--- config.mk ---
export PLATFORM = sky130hd
export DESIGN_NAME = bcce_exec_flat
export DESIGN_NICKNAME = d
export VERILOG_FILES = /design/src/rtl/bcce_pkg.sv /design/src/rtl/bcce_if.sv /design/src/rtl/bcce_exec.sv /design/src/flat_wrapper.sv
export SDC_FILE = /design/constraint.sdc
export NUM_CORES = 1
export LEC_CHECK = 0
export ABC_AREA = 1
export BUFFER_PORTS_ARGS = -buffer_cell sky130_fd_sc_hd__buf_2
export CAP_MARGIN = 20
export CORE_ASPECT_RATIO = 0.5
export CORE_MARGIN = 3
export CORE_UTILIZATION = 46
export CTS_CLUSTER_DIAMETER = 30
export DETAILED_ROUTE_END_ITERATION = 12
export GPL_TIMING_DRIVEN = 0
export PLACE_DENSITY = 0.88
export SLEW_MARGIN = 25
export SYNTH_ARGS = -nofsm -noshare
export SYNTH_HDL_FRONTEND = slang
export SYNTH_SLANG_ARGS = --single-unit
export TNS_END_PERCENT = 10
--- constraint.sdc ---
create_clock -name ref_clk -period 2.7 [get_ports ref_clk]
set_input_delay 0.405 -clock ref_clk [delete_from_list [all_inputs] [get_ports ref_clk]]
set_output_delay 0.405 -clock ref_clk [all_outputs]
set_load 0.02 [all_outputs]
--- src/rtl/bcce_pkg.sv ---
// Shared constants and types for the branch, clear and compare execution slice
package bcce_pkg;
    localparam int BCCE_WORD_W = 32;
    localparam int BCCE_BRANCH_OFF_W = 10;
    localparam int BCCE_CALL_OFF_W = 21;
    localparam int BCCE_OFF_SHIFT = 2;
    localparam int BCCE_FIELD_POS_W = 5;
    localparam int BCCE_HIGH_POS_LSB = 0;
    localparam int BCCE_LOW_POS_LSB = 5;
    localparam int BCCE_HALF_W = 16;
    localparam int BCCE_CONST5_W = 5;
    localparam logic [2:0] BCCE_DELAY_SLOTS = 3'h5;
    localparam logic [2:0] BCCE_SLOT_RESET = 3'h0;
    localparam logic [4:0] BCCE_SIDE_A_LINK = 5'h03;
    localparam logic [4:0] BCCE_SIDE_B_LINK = 5'h03;

    typedef enum logic [2:0]
    {
        BCCE_OP_NONE = 3'h0,
        BCCE_OP_BRANCH_NONNEG = 3'h1,
        BCCE_OP_CALL = 3'h2,
        BCCE_OP_CLEAR = 3'h3,
        BCCE_OP_CMP_WORD = 3'h4,
        BCCE_OP_CMP_HALVES = 3'h5
    } bcce_op_t;

    typedef enum logic [1:0]
    {
        BCCE_ST_IDLE = 2'b00,
        BCCE_ST_SLOTS = 2'b01,
        BCCE_ST_STALL = 2'b11
    } bcce_state_t;
endpackage

--- src/rtl/bcce_if.sv ---
// Issue and result interface between pipeline and execution slice
`timescale 1ns/1ps
interface bcce_if;
    import bcce_pkg::*;
    logic issue_valid;
    bcce_op_t op;
    logic pred_true;
    logic unit_b;
    logic use_const;
    logic [31:0] src1;
    logic [31:0] src2;
    logic [4:0] const5;
    logic [4:0] field_low_const;
    logic [4:0] field_high_const;
    logic [9:0] branch_offset;
    logic [20:0] call_offset;
    logic [4:0] dst_index;
    logic [31:0] execute_stage_packet_address;
    logic [31:0] next_packet_address;
    logic target_split;
    logic second_fetch_ready;
    logic stall;
    logic int_block;
    logic pfc_load;
    logic [31:0] program_fetch_counter;
    logic wr_en;
    logic wr_side_b;
    logic [4:0] wr_index;
    logic [31:0] wr_data;
    logic nop_slot;

    modport exec
    (
        input issue_valid, op, pred_true, unit_b, use_const, src1, src2, const5,
        input field_low_const, field_high_const, branch_offset, call_offset, dst_index,
        input execute_stage_packet_address, next_packet_address, target_split,
        input second_fetch_ready,
        output stall, int_block, pfc_load, program_fetch_counter, wr_en, wr_side_b,
        output wr_index, wr_data, nop_slot
    );
    modport pipe
    (
        output issue_valid, op, pred_true, unit_b, use_const, src1, src2, const5,
        output field_low_const, field_high_const, branch_offset, call_offset, dst_index,
        output execute_stage_packet_address, next_packet_address, target_split,
        output second_fetch_ready,
        input stall, int_block, pfc_load, program_fetch_counter, wr_en, wr_side_b,
        input wr_index, wr_data, nop_slot
    );
endinterface

--- src/rtl/bcce_exec.sv ---
// Execution slice for nonnegative branch, call, bit-field clear and equality compares
// Summary of operation
// - At most one nonnegative branch per packet.
// - Branch needs predicate and nonnegative test.
// - Interrupts blocked during branch delay slots.
// - Stall until split target fetch arrives.
// - No add-constant-to-pc beside these branches.
// - Call target is offset times four plus packet.
// - Call writes return address to link register.
// - Call inserts five implied no-op cycles.
// - Call never paired with other branches.
// - Clear field bits low to high inclusive.
// - Register form positions from source bits 9..0.
// - Upper 22 position bits kept zero.
// - High below low copies source unchanged.
// - Word compare writes one or zero.
// - Each 16-bit half compared independently.
// - Half results in bits 0,1, rest zero.
// - Branch target is offset times four plus packet.
// - Branch only when tested register nonnegative.
`timescale 1ns/1ps
module bcce_exec
    import bcce_pkg::*;
(
    input wire logic ref_clk,
    input wire logic rst_n,
    input wire logic clk_en,
    bcce_if.exec bus
);
    function automatic logic [31:0] bcce_clear(input logic [31:0] word,
        input logic [4:0] low, input logic [4:0] high);
        logic [31:0] mask;
        mask = '0;
        for (int i = 0; i < BCCE_WORD_W; i++)
        begin
            mask[i] = (i >= int'(low)) && (i <= int'(high));
        end
        return word & ~mask;
    endfunction

    bcce_state_t state_reg, state_next;
    logic [2:0] slot_reg, slot_next;
    logic [31:0] pfc_reg;
    logic pfc_load_reg;
    logic wr_en_reg;
    logic wr_side_b_reg;
    logic [4:0] wr_index_reg;
    logic [31:0] wr_data_reg;

    wire accept = bus.issue_valid && !bus.stall;
    wire is_branch = bus.op == BCCE_OP_BRANCH_NONNEG;
    wire is_call = bus.op == BCCE_OP_CALL;
    wire nonneg = !bus.src2[BCCE_WORD_W-1];
    wire branch_taken = accept && is_branch && bus.pred_true && nonneg;
    wire call_go = accept && is_call;
    wire [31:0] branch_target = bus.execute_stage_packet_address
        + 32'({{(32-BCCE_BRANCH_OFF_W){bus.branch_offset[BCCE_BRANCH_OFF_W-1]}},
        bus.branch_offset} << BCCE_OFF_SHIFT);
    wire [31:0] call_target = bus.execute_stage_packet_address
        + 32'({{(32-BCCE_CALL_OFF_W){bus.call_offset[BCCE_CALL_OFF_W-1]}},
        bus.call_offset} << BCCE_OFF_SHIFT);
    wire [4:0] reg_high = bus.src1[BCCE_HIGH_POS_LSB +: BCCE_FIELD_POS_W];
    wire [4:0] reg_low = bus.src1[BCCE_LOW_POS_LSB +: BCCE_FIELD_POS_W];
    wire [4:0] fld_high = bus.use_const ? bus.field_high_const : reg_high;
    wire [4:0] fld_low = bus.use_const ? bus.field_low_const : reg_low;
    wire [31:0] clear_result = (fld_high >= fld_low)
        ? bcce_clear(bus.src2, fld_low, fld_high) : bus.src2;
    wire [31:0] cmp_a = bus.use_const
        ? {{(32-BCCE_CONST5_W){bus.const5[BCCE_CONST5_W-1]}}, bus.const5} : bus.src1;
    wire [31:0] cmp_word_result = {31'h0000_0000, cmp_a == bus.src2};
    // packed into bits 0 and 1
    wire [31:0] cmp_half_result = {30'h0000_0000,
        bus.src1[BCCE_HALF_W +: BCCE_HALF_W] == bus.src2[BCCE_HALF_W +: BCCE_HALF_W],
        bus.src1[0 +: BCCE_HALF_W] == bus.src2[0 +: BCCE_HALF_W]};
    wire alu_op = bus.op == BCCE_OP_CLEAR || bus.op == BCCE_OP_CMP_WORD
        || bus.op == BCCE_OP_CMP_HALVES;
    wire alu_write = accept && alu_op && bus.pred_true;
    logic [31:0] alu_result;
    always_comb
    begin
        unique case (bus.op)
            BCCE_OP_CLEAR: alu_result = clear_result;
            BCCE_OP_CMP_WORD: alu_result = cmp_word_result;
            BCCE_OP_CMP_HALVES: alu_result = cmp_half_result;
            default: alu_result = 32'h0000_0000;
        endcase
    end

    wire any_branch = accept && (is_branch || is_call);
    wire slots_done = slot_reg == BCCE_DELAY_SLOTS;
    always_comb
    begin
        state_next = state_reg;
        slot_next = slot_reg;
        unique case (state_reg)
            BCCE_ST_IDLE:
            begin
                if (any_branch)
                begin
                    state_next = BCCE_ST_SLOTS;
                    slot_next = 3'h1;
                end
            end
            BCCE_ST_SLOTS:
            begin
                slot_next = 3'(slot_reg + 3'h1);
                if (slots_done)
                begin
                    state_next = bus.target_split ? BCCE_ST_STALL : BCCE_ST_IDLE;
                    slot_next = BCCE_SLOT_RESET;
                end
            end
            BCCE_ST_STALL:
            begin
                if (bus.second_fetch_ready)
                begin
                    state_next = BCCE_ST_IDLE;
                end
            end
            default:
            begin
                state_next = BCCE_ST_IDLE;
                slot_next = BCCE_SLOT_RESET;
            end
        endcase
    end

    always_ff @(posedge ref_clk or negedge rst_n)
    begin
        if (!rst_n)
        begin
            state_reg <= BCCE_ST_IDLE;
            slot_reg <= BCCE_SLOT_RESET;
        end
        else if (clk_en)
        begin
            state_reg <= state_next;
            slot_reg <= slot_next;
        end
    end

    always_ff @(posedge ref_clk or negedge rst_n)
    begin
        if (!rst_n)
        begin
            pfc_load_reg <= 1'b0;
            pfc_reg <= 32'h0000_0000;
        end
        else if (clk_en)
        begin
            pfc_load_reg <= branch_taken || call_go;
            if (call_go)
            begin
                pfc_reg <= call_target;
            end
            else if (branch_taken)
            begin
                pfc_reg <= branch_target;
            end
        end
    end

    always_ff @(posedge ref_clk or negedge rst_n)
    begin
        if (!rst_n)
        begin
            wr_en_reg <= 1'b0;
            wr_side_b_reg <= 1'b0;
            wr_index_reg <= 5'h00;
            wr_data_reg <= 32'h0000_0000;
        end
        else if (clk_en)
        begin
            wr_en_reg <= alu_write || call_go;
            wr_side_b_reg <= bus.unit_b;
            if (call_go)
            begin
                wr_index_reg <= bus.unit_b ? BCCE_SIDE_B_LINK : BCCE_SIDE_A_LINK;
                wr_data_reg <= bus.next_packet_address;
            end
            else if (alu_write)
            begin
                wr_index_reg <= bus.dst_index;
                wr_data_reg <= alu_result;
            end
        end
    end

    assign bus.int_block = state_reg != BCCE_ST_IDLE;
    assign bus.stall = state_reg == BCCE_ST_STALL;
    assign bus.nop_slot = state_reg == BCCE_ST_SLOTS;
    assign bus.pfc_load = pfc_load_reg;
    assign bus.program_fetch_counter = pfc_reg;
    assign bus.wr_en = wr_en_reg;
    assign bus.wr_side_b = wr_side_b_reg;
    assign bus.wr_index = wr_index_reg;
    assign bus.wr_data = wr_data_reg;
endmodule // bcce_exec

--- src/flat_wrapper.sv ---
// flat-port wrapper written by rule: the top's interface ports become plain ports
module bcce_exec_flat import bcce_pkg::*;
  (ref_clk, rst_n, clk_en, bus_issue_valid, bus_op, bus_pred_true, bus_unit_b, bus_use_const, bus_src1, bus_src2, bus_const5, bus_field_low_const, bus_field_high_const, bus_branch_offset, bus_call_offset, bus_dst_index, bus_execute_stage_packet_address, bus_next_packet_address, bus_target_split, bus_second_fetch_ready, bus_stall, bus_int_block, bus_pfc_load, bus_program_fetch_counter, bus_wr_en, bus_wr_side_b, bus_wr_index, bus_wr_data, bus_nop_slot);
  bcce_if bus_i ();
  input wire logic ref_clk;
  input wire logic rst_n;
  input wire logic clk_en;
  input wire logic [$bits(bus_i.issue_valid)-1:0] bus_issue_valid;
  input wire logic [$bits(bus_i.op)-1:0] bus_op;
  input wire logic [$bits(bus_i.pred_true)-1:0] bus_pred_true;
  input wire logic [$bits(bus_i.unit_b)-1:0] bus_unit_b;
  input wire logic [$bits(bus_i.use_const)-1:0] bus_use_const;
  input wire logic [$bits(bus_i.src1)-1:0] bus_src1;
  input wire logic [$bits(bus_i.src2)-1:0] bus_src2;
  input wire logic [$bits(bus_i.const5)-1:0] bus_const5;
  input wire logic [$bits(bus_i.field_low_const)-1:0] bus_field_low_const;
  input wire logic [$bits(bus_i.field_high_const)-1:0] bus_field_high_const;
  input wire logic [$bits(bus_i.branch_offset)-1:0] bus_branch_offset;
  input wire logic [$bits(bus_i.call_offset)-1:0] bus_call_offset;
  input wire logic [$bits(bus_i.dst_index)-1:0] bus_dst_index;
  input wire logic [$bits(bus_i.execute_stage_packet_address)-1:0] bus_execute_stage_packet_address;
  input wire logic [$bits(bus_i.next_packet_address)-1:0] bus_next_packet_address;
  input wire logic [$bits(bus_i.target_split)-1:0] bus_target_split;
  input wire logic [$bits(bus_i.second_fetch_ready)-1:0] bus_second_fetch_ready;
  output wire logic [$bits(bus_i.stall)-1:0] bus_stall;
  output wire logic [$bits(bus_i.int_block)-1:0] bus_int_block;
  output wire logic [$bits(bus_i.pfc_load)-1:0] bus_pfc_load;
  output wire logic [$bits(bus_i.program_fetch_counter)-1:0] bus_program_fetch_counter;
  output wire logic [$bits(bus_i.wr_en)-1:0] bus_wr_en;
  output wire logic [$bits(bus_i.wr_side_b)-1:0] bus_wr_side_b;
  output wire logic [$bits(bus_i.wr_index)-1:0] bus_wr_index;
  output wire logic [$bits(bus_i.wr_data)-1:0] bus_wr_data;
  output wire logic [$bits(bus_i.nop_slot)-1:0] bus_nop_slot;
  assign bus_i.issue_valid = bus_issue_valid;
  assign bus_i.op = bus_op;
  assign bus_i.pred_true = bus_pred_true;
  assign bus_i.unit_b = bus_unit_b;
  assign bus_i.use_const = bus_use_const;
  assign bus_i.src1 = bus_src1;
  assign bus_i.src2 = bus_src2;
  assign bus_i.const5 = bus_const5;
  assign bus_i.field_low_const = bus_field_low_const;
  assign bus_i.field_high_const = bus_field_high_const;
  assign bus_i.branch_offset = bus_branch_offset;
  assign bus_i.call_offset = bus_call_offset;
  assign bus_i.dst_index = bus_dst_index;
  assign bus_i.execute_stage_packet_address = bus_execute_stage_packet_address;
  assign bus_i.next_packet_address = bus_next_packet_address;
  assign bus_i.target_split = bus_target_split;
  assign bus_i.second_fetch_ready = bus_second_fetch_ready;
  assign bus_stall = bus_i.stall;
  assign bus_int_block = bus_i.int_block;
  assign bus_pfc_load = bus_i.pfc_load;
  assign bus_program_fetch_counter = bus_i.program_fetch_counter;
  assign bus_wr_en = bus_i.wr_en;
  assign bus_wr_side_b = bus_i.wr_side_b;
  assign bus_wr_index = bus_i.wr_index;
  assign bus_wr_data = bus_i.wr_data;
  assign bus_nop_slot = bus_i.nop_slot;
  bcce_exec u_core (.ref_clk(ref_clk), .rst_n(rst_n), .clk_en(clk_en), .bus(bus_i));
endmodule
== Word level (Yosys, flattened, before mapping) ==
Cells that the tools add are included.
Widths: inputs -> output; s select.

* Add/subtract/negate cells: 3
* Multipliers: 0
* Div/mod/pow operators: 0
* $lt $le $gt $ge: 63
* Eq/ne operators: 14
* Shift operators: 0
* Muxes and demuxes: 19
* Bitwise operators: 3
* Reductions and logical operators: 53

{| class="wikitable"
|+ Operators with widths
! operator !! number
|-
| $mux 32 || 6
|-
| $pmux 32 s3 || 1
|-
| $le 5x5->1 const A || 16
|-
| $ge 5x5->1 const A || 15
|-
| $add 32x32->32 || 2
|-
| $ge 4x5->1 const A || 8
|-
| $le 4x5->1 const A || 8
|-
| $logic_and 1x1->1 || 38
|-
| $and 32x32->32 || 1
|-
| $eq 16x16->1 || 2
|-
| $eq 32x32->1 || 1
|-
| $not 32->32 || 1
|-
| $ge 3x5->1 const A || 4
|-
| $le 3x5->1 const A || 4
|-
| $mux 5 || 4
|-
| $ge 1x5->1 const A || 2
|-
| $ge 2x5->1 const A || 2
|-
| $le 2x5->1 const A || 2
|-
| $eq 3x3->1 const B || 3
|-
| $pmux 3 s3 || 1
|-
| $mux 2 || 4
|-
| $eq 3x2->1 const B || 2
|-
| $mux 3 || 2
|-
| $pmux 2 s3 || 1
|-
| 16 further kinds || 25
|}

* Flip-flop bits (word level): 77
* Latch bits: 0
* Bits in writable memories: 0
* Memory bits (read-only): 0
* Input bits: 191
* Output and inout bits: 75
* Word-level logic and storage cells: 163
* Memories kept: 0

== Logic depth before layout (Yosys ltp) ==
Gate-level depths: netlist of the first run.

* Depth after elaboration: 9
* Gate-level depth with buffers: 20
* Gate-level depth less buffers: 19

== Worst setup path before layout of the first run ==
OpenSTA, ideal clock, no wires.

* Path type: input port to flip-flop
* From: in bus_op[2]
* To: reg u_core.pfc_reg[20] (netlist: u_core.bus.program_fetch_counter[20])
* Library setup time: 0.117 ns
* Arrival time: 2.693 ns
* Required time: 2.583 ns
* Setup slack: -0.110 ns
* Stages on the path: 19
* Buffers on the path: 1
* Cell sequence: inv_1 nand3_1 nor2_4 clkbuf_1 nand2_1 nand2_1 ha_1 inv_1 fa_1 o21ai_2 nand2_1 nand2_1 inv_1 o21ai_2 nand3_1 nand2_1 nand2_1 nand3_1 nand2_1

* Cells in the longest elaborated chain, start to end: 6
* Elaborated cells on any way between the ends: 9
* Those cells by class: eq/ne: 2; mux: 1; reduce/logical: 6

{| class="wikitable"
|+ RTL lines
! item !! RTL line !! source
|-
| start: declaration || flat_wrapper.sv:9 || <nowiki>input wire logic [$bits(bus_i.op)-1:0] bus_op;</nowiki>
|-
| $eq 3x1->1 || bcce_exec.sv:51 || <nowiki>wire is_branch = bus.op == BCCE_OP_BRANCH_NONNEG;</nowiki>
|-
| $logic_and 1x1->1 (3 in series) || bcce_exec.sv:54 || <nowiki>wire branch_taken = accept && is_branch && bus.pred_true && nonneg;</nowiki>
|-
| $reduce_bool 2->1 (no line) || n/a ||
|-
| $reduce_and 2->1 (no line) || n/a ||
|-
| end signal: assignment || bcce_exec.sv:154 || <nowiki>pfc_reg <= call_target;</nowiki>
|-
| end signal: assignment || bcce_exec.sv:158 || <nowiki>pfc_reg <= branch_target;</nowiki>
|-
| end: declaration || bcce_exec.sv:43 || <nowiki>logic [31:0] pfc_reg;</nowiki>
|}

Several ways; a longest one is shown, not always the timed one.
A chain may end at the register's enable or synchronous reset.

== Final worst setup path of the first run ==
* From: reg u_core.state_reg[0]
* To: reg u_core.pfc_reg[22] (netlist: u_core.bus.program_fetch_counter[22])

* Cells in the longest elaborated chain, start to end: 8
* Elaborated cells on any way between the ends: 10
* Those cells by class: eq/ne: 1; mux: 1; reduce/logical: 8

{| class="wikitable"
|+ RTL lines
! item !! RTL line !! source
|-
| start: declaration || bcce_exec.sv:41 || <nowiki>bcce_state_t state_reg, state_next;</nowiki>
|-
| start signal: assignment || bcce_exec.sv:137 || <nowiki>state_reg <= state_next;</nowiki>
|-
| $eq 2x2->1 (*) || bcce_exec.sv:190 || <nowiki>assign bus.stall = state_reg == BCCE_ST_STALL;</nowiki>
|-
| $logic_not 1->1 (*) || bcce_exec.sv:50 || <nowiki>wire accept = bus.issue_valid && !bus.stall;</nowiki>
|-
| $logic_and 1x1->1 (*) || bcce_exec.sv:50 ||
|-
| $logic_and 1x1->1 (3 in series) || bcce_exec.sv:54 ||
|-
| $reduce_bool 2->1 (no line) || n/a ||
|-
| $reduce_and 2->1 (no line) || n/a ||
|}

Mark *: on every way between the ends. The rest lies on a longest branch, timed or not.

==> results of run 1 <==
[how the worst max path moves through the flow]
stage / slack, ps / to / start / depth (start not counted)
after floorplan: -20 / u_core.bus.program_fetch_counter[20] / bus_op[2] / 19
after global routing: -280 / u_core.bus.program_fetch_counter[22] / u_core.state_reg[0] / 17
after CTS: -20 / u_core.bus.program_fetch_counter[29] / u_core.state_reg[1] / 19
final: -170 / u_core.bus.program_fetch_counter[22] / u_core.state_reg[0] / 17
after detailed placement: -910 / u_core.bus.program_fetch_counter[21] / bus_op[0] / 18
after global placement: -840 / u_core.bus.program_fetch_counter[21] / bus_op[0] / 18
[cell usage after synthesis]
master,instances,share of area
buf_4,6,0.0061
nand2_4,2,0.0031
o211ai_2,1,0.0017
buf_2,13,0.0088
o21ai_0,74,0.050
dfrtp_1,77,0.26
o21ai_2,3,0.0036
clkbuf_1,12,0.0061
nor4_1,4,0.0034
a22oi_1,1,0.0010
nor3b_1,1,0.0010
o21a_1,2,0.0020
inv_4,1,0.00085
o211ai_1,12,0.012
ha_1,36,0.061
buf_6,1,0.0015
nor2_4,3,0.0046
inv_1,123,0.063
a21boi_0,2,0.0020
xor2_1,18,0.021
inv_2,9,0.0046
a21oi_1,116,0.079
nand3_1,106,0.072
nor2_1,110,0.056
o2111ai_1,3,0.0036
o21ai_1,6,0.0041
nand4_1,11,0.0093
clkinv_2,1,0.00068
mux2_2,1,0.0015
nor3_1,13,0.0088
nand3b_1,5,0.0051
o21bai_1,6,0.0061
nand2_2,12,0.010
a31oi_1,4,0.0034
and2_1,1,0.00085
xnor2_1,18,0.021
a211oi_1,1,0.0010
a21o_1,2,0.0020
or2_2,13,0.011
o22ai_1,2,0.0017
fa_1,1,0.0027
nand2_1,354,0.18
o31ai_1,1,0.0010
[metal layers]
metal	part of all wire	vias up	GRT usage
met3	0.071	89	0.0358
met5	0	-	0
met1	0.41	4511	0.402
met4	0.029	0	0.0917
li1	-	4499	-
met2	0.49	501	0.565
[kinds of logic (layout without fill, tap and decap cells)]
kind of cell    count (synthesis)  in the layout  share of synthesized area
mux                             1              1                    0.00153
buf+inv                       166            476                     0.0912
flops                          77             77                      0.261
fa+ha+maj                      37             37                     0.0638
compound gates                236            236                      0.174
simple gates                  635            635                      0.365
xor+xnor                       36             36                     0.0427
[metrics by stage]
| stage | instances | utilization | total power [W] | instance area [sq um] | setup TNS (ps) |
|---|---|---|---|---|---|
| floorplan | 1188 | - | 0.00381 | 7380 | -18.8 |
| global placement | 1656 | 0.577 | 0.00487 | 8960 | -17740 |
| detailed placement | 1657 | 0.578 | 0.00497 | 8980 | -19100 |
| CTS | 1692 | 0.633 | 0.00646 | 9830 | -57.1 |
| global route | 1702 | 0.661 | 0.00707 | 10300 | -3800 |
| finish | 1702 | 0.661 | 0.00670 | 10300 | -1160 |
[layout make-up]
type / instances / area (sq um) / share of cell area
Sequential cell: 77 / 1930 / 0.188
Tap cell: 204 / 255 / 0.0249
Multi-Input combinational cell: 945 / 5470 / 0.533
Buffer: 32 / 216 / 0.0211
Timing Repair Buffer: 296 / 1580 / 0.154
Clock inverter: 5 / 77.6 / 0.00755
Clock buffer: 9 / 225 / 0.0219
Inverter: 134 / 517 / 0.0503
[power groups by stage]
stage | clock network [W] | logic [W] | registers (W)
after floorplan | 0 | 0.00134 | 0.00247
after global placement | 0 | 0.00298 | 0.00190
after detailed placement | 0 | 0.00304 | 0.00193
after CTS | 0.00129 | 0.00327 | 0.00190
after global routing | 0.00134 | 0.00378 | 0.00196
final | 0.00128 | 0.00350 | 0.00192
[timing repair]
action                     CTS  global route
resized for setup           82           101
hold buffers                 0             0
pin swaps                   14            29
setup buffers               21            10
setup endpoints to repair   26            27
==> impl_metrics.json, run 1 <==
{
  "vias": 9600,
  "tritoncts": "done",
  "hold_slack_ps": 48.1,
  "switching_share": 0.446,
  "coreArea_sq_um": 15500,
  "pwr-share-clk": 0.191,
  "fin_nets": 1723,
  "cts_buffers": 9,
  "timing.rr.start": "u_core.state_reg[0]",
  "power.internal_w": 0.00371,
  "syn_area_sq_um": 7380,
  "critical_path.max_fanout": 10,
  "routed_via_density": 5.64,
  "switchingPower_w": 0.00299,
  "port_buffers": 264,
  "final_common_cell": "nand2_1",
  "relSlewSlack": 0.545,
  "track_usage": 0.314,
  "violations": "negative setup slack",
  "rr_worst_depth": 17,
  "rrSetupSlack_ps": -170,
  "synthToLayoutAreaGrowth_pct": 39.2,
  "start_util": 0.475,
  "seqPwrFrac": 0.287,
  "fp.dieH_um": 95.6,
  "power_density_nw_per_um2": 652,
  "cts_buffer_depth": 2,
  "dp_slack_ps": -908,
  "grt_max_degree": 43,
  "clock_sinks": 77,
  "crit_type": "register to register",
  "tightest_slew_ps": 677,
  "setup_viol": 15,
  "slew_violations": 0,
  "hold_viol_final": 0,
  "cp_common_cell": "nand2_1",
  "peakVddDrop_mv": 0.307,
  "num_rows": 32,
  "dr.first_iter.drc_count": 908,
  "p_leak_nw": 5.34,
  "start_kind": "register",
  "hpwl_mm": 22.7,
  "path_buf_inv": 3,
  "postSynthAreaPerCell_sq_um": 6.21,
  "io_pins": 266,
  "fin_ws_ps": -166,
  "dieArea_sq_um": 17700,
  "cp-end-kind": "register",
  "max_freq_ghz": 0.349,
  "grt_pass1_vias": 8814,
  "wl_per_cell_um": 17.7,
  "drive_above_1_share": 0.331,
  "crit_family": "simple AND/OR/NAND/NOR gates",
  "yosysUniqueCellTypes": 43,
  "synth_seq_cells": 77,
  "n_fill_cell": 1303,
  "drc": 0,
  "syn-instance-count": 1188,
  "cap_viol_max_count": 0,
  "r2r-end": "u_core.bus.program_fetch_counter[22]",
  "arrival_ps": 3100,
  "cp.required_ps": 2930,
  "synth-seq-area-share": 0.261,
  "slowest_stage": "dfrtp_1",
  "clkTransAtPathRegs_ps": 60,
  "min_path_type": "input pin to asynchronous set/reset pin",
  "antenna_left": 0,
  "combPwrFrac": 0.522,
  "antenna_found_initial": 0,
  "firstDrtPassIters": 6,
  "finClkSkew_ps": 11.0,
  "grt_overflow": 0,
  "period_needed_ps": 2870,
  "synth_nets": 1416,
  "clock-root-buffer": "clkbuf_16",
  "max_stage_delay_ps": 390,
  "wl_mm": 30.2,
  "htreeDepth": 3,
  "cp_cell_sequence": "nand2_2 > nand2_4 > nor2_4 > clkinv_4 > buf_12 > o21ai_1 > inv_1 > ha_4 > nand2_1 > nand2_1 > a21oi_2 > nand3_2 > nand2_1 > nand2_1 > or2_2 > nand3_2 > nand2_1",
  "period_share": 1.06,
  "mostFrequentLayoutCells": "nand2_1 (339), buf_2 (276), inv_1 (115)",
  "rsz0062_at_grt": "yes",
  "synth_warnings": 0,
  "n_antenna_cell": 0,
  "clk_latency_ps": 340,
  "die_width_um": 185,
  "place_congestion": 0.961,
  "outcome": "finished with violations",
  "grt_pass1_wl_mm": 44.3
}
(Power assumes the default switching activity.)
==> run 2, diff against run 1 <==
--- a/config.mk
+++ b/config.mk
@@ -15,6 +15,7 @@
 export DETAILED_ROUTE_END_ITERATION = 12
 export GPL_TIMING_DRIVEN = 0
 export PLACE_DENSITY = 0.88
+export RECOVER_POWER = 50
 export SLEW_MARGIN = 25
 export SYNTH_ARGS = -nofsm -noshare
 export SYNTH_HDL_FRONTEND = slang
==> impl_metrics.json, run 2 (same netlist as run 1, synthesis figures left out) <==
{
  "outcome": "finished with violations",
  "violations": "max-capacitance violations, max-slew violations, negative setup slack",
  "period_needed_ps": 2900,
  "power_density_nw_per_um2": 651,
  "grt_use_met3": 0.0358,
  "antenna_found_initial": 0,
  "hold_viol_final": 0,
  "grt_overflow": 0,
  "critical_path.max_fanout": 10,
  "relSlewSlack": -0.385,
  "cap_viol_max_count": 1,
  "coreArea_sq_um": 15500,
  "cp.required_ps": 2920,
  "start_kind": "register",
  "p_leak_nw": 5.25,
  "wl_mm": 30.2,
  "met2_usage": 0.565,
  "synthToLayoutAreaGrowth_pct": 38.5,
  "final_common_cell": "nand2_1",
  "max_freq_ghz": 0.345,
  "slowest_stage": "dfrtp_1",
  "n_antenna_cell": 0,
  "setup_viol": 16,
  "placed_cell_area_sq_um": 8980,
  "cts_buffer_depth": 2,
  "min_path_type": "input pin to register",
  "clock-root-buffer": "clkbuf_16",
  "hpwl_mm": 22.7,
  "grt_pass1_wl_mm": 44.3,
  "n_fill_cell": 1324,
  "cp_common_cell": "nand2_1",
  "vias": 9665,
  "finClkSkew_ps": 8.47,
  "rsz0062_at_grt": "yes",
  "fp.dieH_um": 95.6,
  "finalPower_w": 0.00665,
  "path_buf_inv": 3,
  "tightest_slew_ps": 2080,
  "drive_above_1_share": 0.313,
  "met1_usage": 0.402,
  "wl_per_cell_um": 17.7,
  "max_stage_delay_ps": 390,
  "drc": 0,
  "htreeDepth": 3,
  "fin_nets": 1723,
  "crit_type": "register to register",
  "crit_family": "simple AND/OR/NAND/NOR gates",
  "cp_cell_sequence": "nand2_2 > nand2_4 > nor2_4 > clkinv_4 > buf_12 > o21ai_1 > inv_1 > ha_4 > nand2_1 > nand2_1 > a21oi_2 > nand3_2 > nand2_1 > nand2_1 > or2_2 > nand3_2 > nand2_1",
  "arrival_ps": 3120,
  "period_share": 1.07,
  "peakVddDrop_mv": 0.307,
  "port_buffers": 264,
  "track_usage": 0.314,
  "clk_latency_ps": 330,
  "start_util": 0.475,
  "cp-end-kind": "register",
  "slew_violations": 37,
  "firstDrtPassIters": 8,
  "num_rows": 32,
  "antenna_left": 0,
  "grt_max_degree": 43,
  "clkTransAtPathRegs_ps": 60,
  "cts_buffers": 9,
  "tritoncts": "done",
  "mostFrequentLayoutCells": "nand2_1 (339), buf_2 (250), inv_1 (115)",
  "dieArea_sq_um": 17700,
  "clock_sinks": 77,
  "place_congestion": 0.961,
  "design_area_sq_um": 10200,
  "grt_pass1_vias": 8814,
  "fin_ws_ps": -199,
  "io_pins": 266,
  "routed_via_density": 5.68,
  "busiest_layer": "met2",
  "dr.first_iter.drc_count": 798,
  "die_width_um": 185
}
[run 2: cell count changes in the layout (fill, tap and decap cells not counted)]
cell and change:
buf_12 -1, buf_4 -1, clkbuf_4 +1, clkbuf_1 +27, buf_2 -26
[run 2: layer usage]
layer | share of wire | up-vias
li1 | - | 4508
met1 | 0.40 | 4499
met2 | 0.49 | 569
met3 | 0.077 | 89
met4 | 0.030 | 0
met5 | 0 | -
[run 2: power breakdown]
group,switching [W],total [W],internal (W)
clock network,0.000478,0.00127,0.000796
registers,0.000287,0.00193,0.00164
logic,0.00223,0.00346,0.00123
total,0.00299,0.00665,0.00366
[run 2: worst min-delay path: stages]
cell and delay, ps:
buf_2 80, nand2_1 40, nand2_1 50
[run 2: per-stage QoR]
step | cells | worst slack, ps | util | hold slack (ps) | TNS, ps
floorplan | 1188 | -16.7 | - | 109 | -18.8
global placement | 1656 | -838 | 0.577 | 460 | -17740
detailed placement | 1657 | -908 | 0.578 | 412 | -19100
CTS | 1692 | -15.1 | 0.633 | 53.1 | -57.1
global route | 1702 | -282 | 0.658 | 273 | -4310
finish | 1702 | -199 | 0.658 | 279 | -1290
[run 2: final cells by class]
| cell class | count | area, sq um | share of cell area |
|---|---|---|---|
| Buffer | 32 | 216 | 0.0212 |
| Clock inverter | 5 | 77.6 | 0.00759 |
| Tap cell | 204 | 255 | 0.0250 |
| Multi-Input combinational cell | 945 | 5470 | 0.535 |
| Timing Repair Buffer | 296 | 1530 | 0.150 |
| Inverter | 134 | 517 | 0.0506 |
| Clock buffer | 9 | 225 | 0.0220 |
| Sequential cell | 77 | 1930 | 0.189 |
[run 2: repair_timing]
action	4_1_cts	5_1_grt
setup buffers	21	10
pin swaps	14	29
hold buffers	0	0
resized for setup	82	101
setup endpoints to repair	26	27
hold endpoints to repair	0	0
[run 2: final timing paths]
| check | startpoint | end | slack (ps) | depth (start not counted) |
|---|---|---|---|---|
| max reg2reg | u_core.state_reg[0] | u_core.bus.program_fetch_counter[22] | -200 | 17 |
| max | u_core.state_reg[0] | u_core.bus.program_fetch_counter[22] | -200 | 17 |
| min in group asynchronous | rst_n | u_core.bus.wr_data[9] | 670 | 1 |
| max in group asynchronous | rst_n | u_core.bus.wr_data[30] | 370 | 2 |
| min | bus_execute_stage_packet_address[0] | u_core.bus.program_fetch_counter[0] | 280 | 3 |
| min reg2reg | u_core.bus.program_fetch_counter[25] | u_core.bus.program_fetch_counter[25] | 480 | 2 |
